<file path="src/cpt_params.svh">
// constants for the character pulse test source: offsets, fields, resets, timing
// assumes a 50 MHz sys_clk; included by cpt_pkg and the design modules
`ifndef CPT_PARAMS_SVH
`define CPT_PARAMS_SVH

// =====================================================================
// register offsets (byte addresses)
`define CPT_ADDR_CTRL 8'h00
`define CPT_ADDR_CODE 8'h04
`define CPT_ADDR_WIDTH 8'h08
`define CPT_ADDR_STATUS 8'h0c

// =====================================================================
// control register fields
`define CPT_CTRL_MODE_LSB 0
`define CPT_CTRL_MODE_MSB 1
`define CPT_CTRL_RX_BIT 2
`define CPT_CTRL_SEL_BIT 3

// =====================================================================
// reset values
`define CPT_CODE_RST 7'h7f
`define CPT_WIDTH_RST 8'h32

// =====================================================================
// timing
`define CPT_CLK_KHZ 50000
`define CPT_INTERVAL_MS 9
`define CPT_INTERVAL_CYC (`CPT_INTERVAL_MS * `CPT_CLK_KHZ)
`define CPT_DEBOUNCE_MS 5
`define CPT_DEBOUNCE_CYC (`CPT_DEBOUNCE_MS * `CPT_CLK_KHZ)
`define CPT_PROBE_FILTER_CYC 3

`endif

</file>
<file path="src/cpt_pkg.sv">
// types shared by the character pulse test source modules
// assumes cpt_params.svh sits in the same folder
`include "cpt_params.svh"

package cpt_pkg;

  // =====================================================================
  // strobe modes; code 2'b11 decodes as off
  typedef enum logic [1:0] {
    CPT_MODE_OFF = 2'b00,
    CPT_MODE_REPEAT = 2'b01,
    CPT_MODE_MANUAL = 2'b10
  } cpt_mode_t;

  // =====================================================================
  // clocked flip-flop state
  typedef struct packed {
    logic q;
    logic q_n;
  } cpt_jk_t;

  // =====================================================================
  // top-level state
  typedef struct packed {
    cpt_mode_t mode;
    logic rx;
    logic sel;
    logic [6:0] code;
    logic [7:0] width;
    logic btn_s1;
    logic btn_s2;
    logic btn_db;
    logic btn_last;
    logic [19:0] db_cnt;
    logic prb_s1;
    logic prb_s2;
    logic prb_db;
    logic prb_last;
    logic [1:0] prb_cnt;
    logic [19:0] osc_cnt;
    logic gate_last;
    logic busy;
    logic [7:0] strb_cnt;
    logic strobe_mode_selector_n;
    logic auto_on_out;
    logic auto_on_oe;
    logic [6:0] code_out;
    logic [6:0] code_oe;
    logic meter_out;
    logic [31:0] rdata;
  } cpt_state_t;

endpackage : cpt_pkg

</file>
<file path="src/cpt_jk_ff.sv">
// clocked flip-flop with direct set and direct clear, wired for j-k use
// assumes tick is a per-cycle enable from logic on sys_clk; a held tick acts every cycle
`timescale 1ns/1ps
`include "cpt_params.svh"

module cpt_jk_ff
  import cpt_pkg::*;
(
  input wire logic sys_clk,
  input wire logic reset_n,
  input wire logic clk_en,
  input wire logic tick,
  input wire logic j,
  input wire logic k,
  input wire logic set_n,
  input wire logic clr_n,
  output logic q,
  output logic q_n
);

  cpt_jk_t st;
  cpt_jk_t next_st;

  // =====================================================================
  // next state
  always_comb
  begin
    next_st = st;
    if (clk_en)
    begin
      if (!set_n && !clr_n)
      begin
        // both direct inputs low drive both outputs high
        next_st.q = 1'b1;
        next_st.q_n = 1'b1;
      end
      else if (!set_n)
      begin
        next_st.q = 1'b1;
        next_st.q_n = 1'b0;
      end
      else if (!clr_n)
      begin
        next_st.q = 1'b0;
        next_st.q_n = 1'b1;
      end
      else if (tick)
      begin
        case ({j, k})
          2'b10: next_st.q = 1'b1;
          2'b01: next_st.q = 1'b0;
          2'b11: next_st.q = ~st.q;
          default: next_st.q = st.q;
        endcase
        next_st.q_n = ~next_st.q;
      end
      else
      begin
        // leaving the both-low override restores a true complement
        next_st.q_n = ~st.q;
      end
    end
  end

  always_ff @(posedge sys_clk or negedge reset_n)
  begin
    if (!reset_n)
    begin
      st <= '{q: 1'b0, q_n: 1'b1};
    end
    else
    begin
      st <= next_st;
    end
  end

  assign q = st.q;
  assign q_n = st.q_n;
endmodule : cpt_jk_ff

</file>
<file path="src/cpt_source.sv">
// character pulse test source: code lines, auto-on pull, character strobes, pulse detect
// assumes a 50 MHz sys_clk, asynchronous button and probe pins, and a simple
// register port on sys_clk; open-drain pins are resolved outside the design
`timescale 1ns/1ps
`include "cpt_params.svh"

// Operation
// - receive switch on pulls auto-on low
// - mark leaves line open, space drives low
// - seven independent parallel code lines
// - repeat mode strobes every 9 ms
// - gate flop toggles each oscillator tick
// - strobe rests high, pulses low
// - off mode holds gate set, no strobe
// - button press alone gives no strobe
// - strobe end re-inhibits the arm flop unless a release meets it
// - one strobe per press and release
// - pulse detect only in pulse selection
// - detect toggle flips once per probe pulse
// - idle meter shows stored toggle level
// - direct set and clear override clock
// - j-k hold, set, clear, toggle
module cpt_source
  import cpt_pkg::*;
#(
  parameter int INTERVAL_CYCLES = `CPT_INTERVAL_CYC,
  parameter int DEBOUNCE_CYCLES = `CPT_DEBOUNCE_CYC
)
(
  input wire logic sys_clk,
  input wire logic reset_n,
  input wire logic clk_en,
  input wire logic [7:0] addr,
  input wire logic [31:0] wdata,
  input wire logic wr_en,
  input wire logic rd_en,
  output logic [31:0] rdata,
  input wire logic single_step_button,
  input wire logic probe_in,
  output logic auto_on_out,
  output logic auto_on_oe,
  output logic [6:0] code_out,
  output logic [6:0] code_oe,
  output logic strobe_mode_selector_n,
  output logic meter_out
);

  // =====================================================================
  // helpers
  function automatic cpt_mode_t decode_mode(input logic [1:0] raw);
    case (raw)
      2'b01: decode_mode = CPT_MODE_REPEAT;
      2'b10: decode_mode = CPT_MODE_MANUAL;
      default: decode_mode = CPT_MODE_OFF;
    endcase
  endfunction : decode_mode

  function automatic logic [7:0] eff_width(input logic [7:0] w);
    // a zero width would hide the strobe, so it counts as one cycle
    eff_width = (w == 8'h00) ? 8'h01 : w;
  endfunction : eff_width

  localparam logic [19:0] HALF_LAST = 20'(INTERVAL_CYCLES / 2 - 1);
  localparam logic [19:0] DEB_LAST = 20'(DEBOUNCE_CYCLES - 1);
  localparam logic [1:0] PRB_LAST = 2'(`CPT_PROBE_FILTER_CYC - 1);

  cpt_state_t st;
  cpt_state_t next_st;

  logic gate_q;
  logic arm_q;
  logic pd_q;
  logic osc_tick;
  logic strb_start;
  logic strb_end;
  logic btn_rel;
  logic btn_press;
  logic probe_edge;
  logic gate_tick;
  logic gate_set_n;
  logic arm_tick;
  logic arm_clr_n;

  // =====================================================================
  // events from the current state
  always_comb
  begin
    osc_tick = clk_en && (st.mode == CPT_MODE_REPEAT) && (st.osc_cnt == HALF_LAST);
    strb_start = clk_en && st.gate_last && !gate_q;
    strb_end = clk_en && st.busy && (st.strb_cnt == 8'h01);
    btn_rel = clk_en && st.btn_last && !st.btn_db;
    btn_press = clk_en && !st.btn_last && st.btn_db;
    probe_edge = clk_en && st.sel && st.prb_db && !st.prb_last;
    // off holds the gate set; manual holds it set until armed
    gate_set_n = !((st.mode == CPT_MODE_OFF) ||
                   ((st.mode == CPT_MODE_MANUAL) && !arm_q));
    gate_tick = osc_tick || ((st.mode == CPT_MODE_MANUAL) && arm_q);
    // arm is clocked every cycle; j and k pick set, clear or hold
    arm_tick = clk_en;
    arm_clr_n = (st.mode == CPT_MODE_MANUAL);
  end

  // =====================================================================
  // storage flip-flops
  cpt_jk_ff u_gate (
    .sys_clk(sys_clk),
    .reset_n(reset_n),
    .clk_en(clk_en),
    .tick(gate_tick),
    .j(st.mode == CPT_MODE_REPEAT),
    .k(1'b1),
    .set_n(gate_set_n),
    .clr_n(1'b1),
    .q(gate_q),
    .q_n()
  );

  // a release that meets the strobe end wins, so that press is kept
  cpt_jk_ff u_arm (
    .sys_clk(sys_clk),
    .reset_n(reset_n),
    .clk_en(clk_en),
    .tick(arm_tick),
    .j(btn_rel),
    .k(strb_end && !btn_rel),
    .set_n(1'b1),
    .clr_n(arm_clr_n),
    .q(arm_q),
    .q_n()
  );

  cpt_jk_ff u_pd (
    .sys_clk(sys_clk),
    .reset_n(reset_n),
    .clk_en(clk_en),
    .tick(probe_edge),
    .j(1'b1),
    .k(1'b1),
    .set_n(1'b1),
    .clr_n(1'b1),
    .q(pd_q),
    .q_n()
  );

  // =====================================================================
  // next state
  always_comb
  begin
    next_st = st;
    next_st.rdata = 32'h0000_0000;
    if (clk_en)
    begin
      // pin synchronisers; stage one feeds stage two only
      next_st.btn_s1 = single_step_button;
      next_st.btn_s2 = st.btn_s1;
      next_st.prb_s1 = probe_in;
      next_st.prb_s2 = st.prb_s1;
      next_st.btn_last = st.btn_db;
      next_st.prb_last = st.prb_db;
      next_st.gate_last = gate_q;

      // button debounce: the level must hold for the whole window
      if (st.btn_s2 != st.btn_db)
      begin
        if (st.db_cnt == DEB_LAST)
        begin
          next_st.btn_db = st.btn_s2;
          next_st.db_cnt = 20'h00000;
        end
        else
        begin
          next_st.db_cnt = st.db_cnt + 20'h00001;
        end
      end
      else
      begin
        next_st.db_cnt = 20'h00000;
      end

      // probe filter is short so fast pulses still reach the toggle
      if (st.prb_s2 != st.prb_db)
      begin
        if (st.prb_cnt == PRB_LAST)
        begin
          next_st.prb_db = st.prb_s2;
          next_st.prb_cnt = 2'h0;
        end
        else
        begin
          next_st.prb_cnt = st.prb_cnt + 2'h1;
        end
      end
      else
      begin
        next_st.prb_cnt = 2'h0;
      end

      // oscillator: one tick per half interval, gate falls every second tick
      if (st.mode != CPT_MODE_REPEAT || osc_tick)
      begin
        next_st.osc_cnt = 20'h00000;
      end
      else
      begin
        next_st.osc_cnt = st.osc_cnt + 20'h00001;
      end

      // strobe former
      if (strb_start)
      begin
        next_st.busy = 1'b1;
        next_st.strb_cnt = eff_width(st.width);
        next_st.strobe_mode_selector_n = 1'b0;
      end
      else if (strb_end)
      begin
        next_st.busy = 1'b0;
        next_st.strb_cnt = 8'h00;
        next_st.strobe_mode_selector_n = 1'b1;
      end
      else if (st.busy)
      begin
        next_st.strb_cnt = st.strb_cnt - 8'h01;
      end

      // pins
      next_st.auto_on_out = 1'b0;
      next_st.auto_on_oe = st.rx;
      next_st.code_out = 7'h00;
      next_st.code_oe = ~st.code;
      next_st.meter_out = st.sel ? pd_q : 1'b0;

      // register port
      if (wr_en)
      begin
        case (addr)
          `CPT_ADDR_CTRL:
          begin
            next_st.mode = decode_mode(wdata[`CPT_CTRL_MODE_MSB:`CPT_CTRL_MODE_LSB]);
            next_st.rx = wdata[`CPT_CTRL_RX_BIT];
            next_st.sel = wdata[`CPT_CTRL_SEL_BIT];
          end
          `CPT_ADDR_CODE: next_st.code = wdata[6:0];
          `CPT_ADDR_WIDTH: next_st.width = wdata[7:0];
          default: next_st.code = st.code;
        endcase
      end
      if (rd_en)
      begin
        case (addr)
          `CPT_ADDR_CTRL: next_st.rdata = {28'h0000000, st.sel, st.rx, st.mode};
          `CPT_ADDR_CODE: next_st.rdata = {25'h0000000, st.code};
          `CPT_ADDR_WIDTH: next_st.rdata = {24'h000000, st.width};
          `CPT_ADDR_STATUS: next_st.rdata = {28'h0000000, st.btn_db, arm_q, st.busy, pd_q};
          default: next_st.rdata = 32'h0000_0000;
        endcase
      end
    end
    else
    begin
      // frozen: read data holds its value until clk_en returns
      next_st.rdata = st.rdata;
    end
  end

  always_ff @(posedge sys_clk or negedge reset_n)
  begin
    if (!reset_n)
    begin
      st <= '0;
      st.mode <= CPT_MODE_OFF;
      st.code <= `CPT_CODE_RST;
      st.width <= `CPT_WIDTH_RST;
      st.strobe_mode_selector_n <= 1'b1;
      st.gate_last <= 1'b0;
    end
    else
    begin
      st <= next_st;
    end
  end

  assign rdata = st.rdata;
  assign auto_on_out = st.auto_on_out;
  assign auto_on_oe = st.auto_on_oe;
  assign code_out = st.code_out;
  assign code_oe = st.code_oe;
  assign strobe_mode_selector_n = st.strobe_mode_selector_n;
  assign meter_out = st.meter_out;

  // =====================================================================
  // checking helpers
  logic [19:0] gap_cnt;
  logic gap_valid;
  logic [7:0] low_cnt;
  logic [7:0] strb_w;

  always_ff @(posedge sys_clk or negedge reset_n)
  begin
    if (!reset_n)
    begin
      gap_cnt <= 20'h00000;
      gap_valid <= 1'b0;
      low_cnt <= 8'h00;
      strb_w <= 8'h00;
    end
    else if (clk_en)
    begin
      if (st.mode != CPT_MODE_REPEAT)
      begin
        gap_valid <= 1'b0;
        gap_cnt <= 20'h00000;
      end
      else if (strb_start)
      begin
        gap_valid <= 1'b1;
        gap_cnt <= 20'h00001;
      end
      else
      begin
        gap_cnt <= gap_cnt + 20'h00001;
      end
      low_cnt <= strobe_mode_selector_n ? 8'h00 : low_cnt + 8'h01;
      // width latched at start: a write during a strobe applies to the next one
      if (strb_start)
        strb_w <= eff_width(st.width);
    end
  end
endmodule : cpt_source

</file>
<file path="config.mk">
export PLATFORM = sky130hd
export DESIGN_NAME = cpt_source
export DESIGN_NICKNAME = d
export VERILOG_FILES = /design/src/cpt_pkg.sv /design/src/cpt_jk_ff.sv /design/src/cpt_source.sv
export VERILOG_INCLUDE_DIRS = /design/src
export SDC_FILE = /design/constraint.sdc
export NUM_CORES = 1
export LEC_CHECK = 0
export ABC_CLOCK_PERIOD_IN_PS = 2029
export BUFFER_PORTS_ARGS = -buffer_cell sky130_fd_sc_hd__buf_2
export CORE_MARGIN = 1
export CORE_UTILIZATION = 53
export CTS_BUF_LIST = sky130_fd_sc_hd__clkbuf_8
export DETAILED_ROUTE_END_ITERATION = 7
export PLACE_DENSITY = 0.91
export SYNTH_ARGS = -nofsm -noshare
export SYNTH_HDL_FRONTEND = slang
export SYNTH_HIERARCHICAL = 1
export SYNTH_SLANG_ARGS = --single-unit
export TNS_END_PERCENT = 5
</file>
<file path="constraint.sdc">
create_clock -name sys_clk -period 2.03 [get_ports sys_clk]
set_clock_uncertainty 0.05 [all_clocks]
set_input_delay 0.1015 -clock sys_clk [delete_from_list [all_inputs] [get_ports sys_clk]]
set_output_delay 0.1015 -clock sys_clk [all_outputs]
set_load 0.01 [all_outputs]
</file>
==> results by stage <==
Status:
- The run finished, with violations left.
- The final reports fail on negative setup slack.

Synth:
- Synthesis handed over a netlist of between 500 and 600 instances.
- The cell area that synthesis handed to floorplanning was 0.005401 sq mm.
- The mean post-synth cell area is between 9 and 10 sq um.
- The total number of yosys warnings is 6.

Drt:
- For this run, the detailed router's first-pass iteration total came to 5.
- After detailed routing, the total wire length is 13060 um.
- In the routed layout, each cell is associated on average with a via count of 5.837.
- Summing over every cut layer, the via total after detailed routing is roughly 4500.
- The number of antenna-violating nets in the routed design is 0.
- The detailed-route DRC error count is 0.
- Dividing the detail-routed wire length by the instance count gives approximately 17 um.
- For this block, the initial DRC count from the detailed router was 358.

Timing:
- Setup repair after global routing could not meet its margin everywhere.
- The worst pin sits at a relative slew slack of between 50% and 60%.
- The total of endpoints with negative setup slack in the final report is 8.
- Subtracting the final worst setup slack from the clock period gives roughly 2100 ps.
- The number of pins exceeding their max-slew limit in the final report is 0.
- The smallest setup slack after layout is -78.34 ps.
- Static timing analysis puts the maximum clock frequency at around 470 MHz.
- After layout, the worst path uses 103.9% of the clock period.
- On the final layout, the worst hold slack is between 90 and 100 ps.
- The final-report hold violation count is 0.
- For the pin with the worst max-slew slack, the measured transition is 640.8 ps.

Power:
- Summed over all cells, the static leakage comes to between 2 and 3 nW.
- The internal cell power is between 0.003 and 0.004 W.
- The fraction of power spent switching nets is 30.79%.
- Power spread over the standard cell area amounts to roughly 730 mW/mm^2.
- The overall power after layout is ~0.0045 W.
- The peak supply drop is ~500 uV.
- Sequential cells account for between 50% and 60% of the total power.
- Summed over all nets, the switching power comes to ~0.0014 W.
- Of the total power, combinational logic draws around 18%.
- Of the total power, the clock network draws between 20 and 30%.

Critical path:
- The signal on the critical path passes through nor4b_2 > nand3_2 > o211ai_1 > buf_4 > buf_4 > nor4_1 > a21o_1.
- The worst setup path is captured at a register.
- The largest individual stage delay along the critical path comes from the cell sky130_fd_sc_hd__dfrtp_1.
- The launching point of the worst reg2reg path is st[90].
- The biggest cell delay along the critical path is approximately 460 ps.
- The worst register-to-register path has a depth of 7.
- For the worst setup path, the data arrival time is approximately 2300 ps.
- The kind of cell adding the most delay to the critical path is simple AND/OR/NAND/NOR gates.
- By instance count, the cell type seen most on the critical path is sky130_fd_sc_hd__buf_4.
- The internal reg-to-reg setup slack is -80 ps.
- The type of the worst setup path is reg2reg.
- The top fanout value on the critical path is 8.
- STA puts the critical path data required time at 2250 ps.
- The worst register-to-register path ends at st[100].
- The sum of buffers and inverters on the critical path is 2.
- The startpoint class of the critical path is a register.

Clocking:
- The maximum level of the CTS H-tree is 3.
- CTS placed an instance of sky130_fd_sc_hd__clkbuf_8 at the clock tree root.
- Clock-pin slew was measured on the worst setup and hold paths at ~100 ps.
- In this run the deepest clock path goes through 2 buffers.
- TritonCTS built the clock tree.
- The number of sinks on the clock net is 100.
- The clock reaches the later pin of the worst-skew pair after between 300 and 400 ps.
- Counting the buffers created by CTS gives 9.

Worst hold path:
- The worst hold endpoint is rdata[2].
- The worst hold path passes through 2 cells.
- In this run the most critical hold path is launched from clk_en.
- The type of the worst min-delay path is in2reg.

Die:
- The die area is around 0.011 sq mm.
- The area of the core region is between 0.009 and 0.01 sq mm.
- The die height is 103.0 um.
- 97 I/O pins were placed.
- The die is 103.0 um wide.
- Once the floorplan was initialized, standard cells occupied between 50% and 60% of the core.
- The floorplan has 36 rows.

Placement:
- In this run the tool buffered the top-level ports with 40 buffer cells.
- In this run, placement finished with an instance count of between 700 and 800.
- The placer congestion estimate is about 0.94.
- Summing all placed instances gives a cell area of about 0.0058 sq mm.
- The final HPWL from detailed placement is between 8000 and 9000 um.

Global routing:
- Global routing consumed, over all layers together, 25.21% of the routing resources.
- The residual overflow from global routing is 0.
- The number of global-route vias before repair is between 4000 and 5000.
- Entering global routing, the biggest net connects 54 pins.
- The first-pass GRT wire length is ~21000 um.
- The number of antenna violations at the first check in global routing was 0.

Job:
- The tool flagged a number of max-cap violations equal to 0.

Finish:
- The number of diodes is 0.
- The share of final-layout standard cells stronger than drive strength 1 is approximately 26%.
- With fillers left out, the area of the finished cells amounts to 0.006202 sq mm.
- Leaving out filler cells and counting taps, the final layout contains ~770.
- The post-route core utilization is a little over three fifths.
- Compared with the post-synthesis result, the final layout area differs by 14.83%.
- The net count of the finished layout is a little under 700.
-- power by group through the flow --
stage | Combinational, W | Sequential (W) | Clock (W)
floorplan | 0.000547 | 0.00235 | 0
global placement | 0.000695 | 0.00238 | 0
detailed placement | 0.000751 | 0.00240 | 0
CTS | 0.000779 | 0.00236 | 0.00136
global route | 0.000894 | 0.00241 | 0.00144
finish | 0.000809 | 0.00239 | 0.00135
-- per-stage QoR --
| step | TNS [ps] | worst slack (ps) |
|---|---|---|
| detailed placement | -1307 | -86.50 |
| CTS | 0 | 3.625 |
| global route | -1124 | -102.1 |
| floorplan | 0 | 37.56 |
| global placement | 0 | 20.13 |
| finish | -228.8 | -78.34 |
-- layer usage --
layer / wire length, um / global-route usage, %
met2: 6628 / 42.56
met4: 417 / 9.426
met5: 0 / 0
met3: 845 / 4.339
met1: 5168 / 32.65
-- what timing repair did --
action                     in CTS  in global routing
cloned                          0                  0
pin swaps                       1                  3
hold buffers                   11                  0
buffers inserted                3                  1
hold endpoints to repair       57                  0
setup endpoints to repair      19                 36
resized for setup               5                  8
-- worst reg2reg max path, stage by stage, from the launching register on --
cell,delay [ps]
sky130_fd_sc_hd__dfrtp_1,460
sky130_fd_sc_hd__nor4b_2,400
sky130_fd_sc_hd__nand3_2,170
sky130_fd_sc_hd__o211ai_1,300
sky130_fd_sc_hd__buf_4,230
sky130_fd_sc_hd__buf_4,170
sky130_fd_sc_hd__nor4_1,60
sky130_fd_sc_hd__a21o_1,170
-- cell type report --
type	instances	area, sq um
tap	133	166.4
clock inverter	6	71.32
timing repair buffer	93	644.4
clock buffer	10	137.6
sequential	100	2516
inverter	18	67.56
fill	737	3617
multi-input combinational	405	2599
-- worst max-delay path by stage --
stage                     startpoint  endpoint  slack [ps]  depth (start not counted)
after floorplan               st[75]    st[72]          40                          7
after CTS                     st[75]    st[60]           4                          6
after global placement        st[75]    st[79]          20                          6
final                         st[90]   st[100]         -80                          7
after global routing          st[90]   st[100]        -100                          7
after detailed placement      st[75]    st[79]         -90                          6
-- cell usage in the layout (no fill, tap or decap), drive strengths merged, types with 11 or more instances in the layout --
cell type / instances
o21ai: 37
nor3: 17
nand4: 12
inv: 19
conb: 41
dlygate4sd3: 11
dfrtp: 89
buf: 82
mux2: 30
nor2: 39
nand2: 54
nand3: 33
dfstp: 11
-- state kept, by name, summed over array words and instances, names as in the netlist --
register,count
auto_on_oe,1
u_arm/q,1
u_gate/q,1
meter_out,1
rdata,8
code_oe,7
u_pd/q,1
strobe_mode_selector_n,1
st,79
Power figures use the tool's default switching activity.
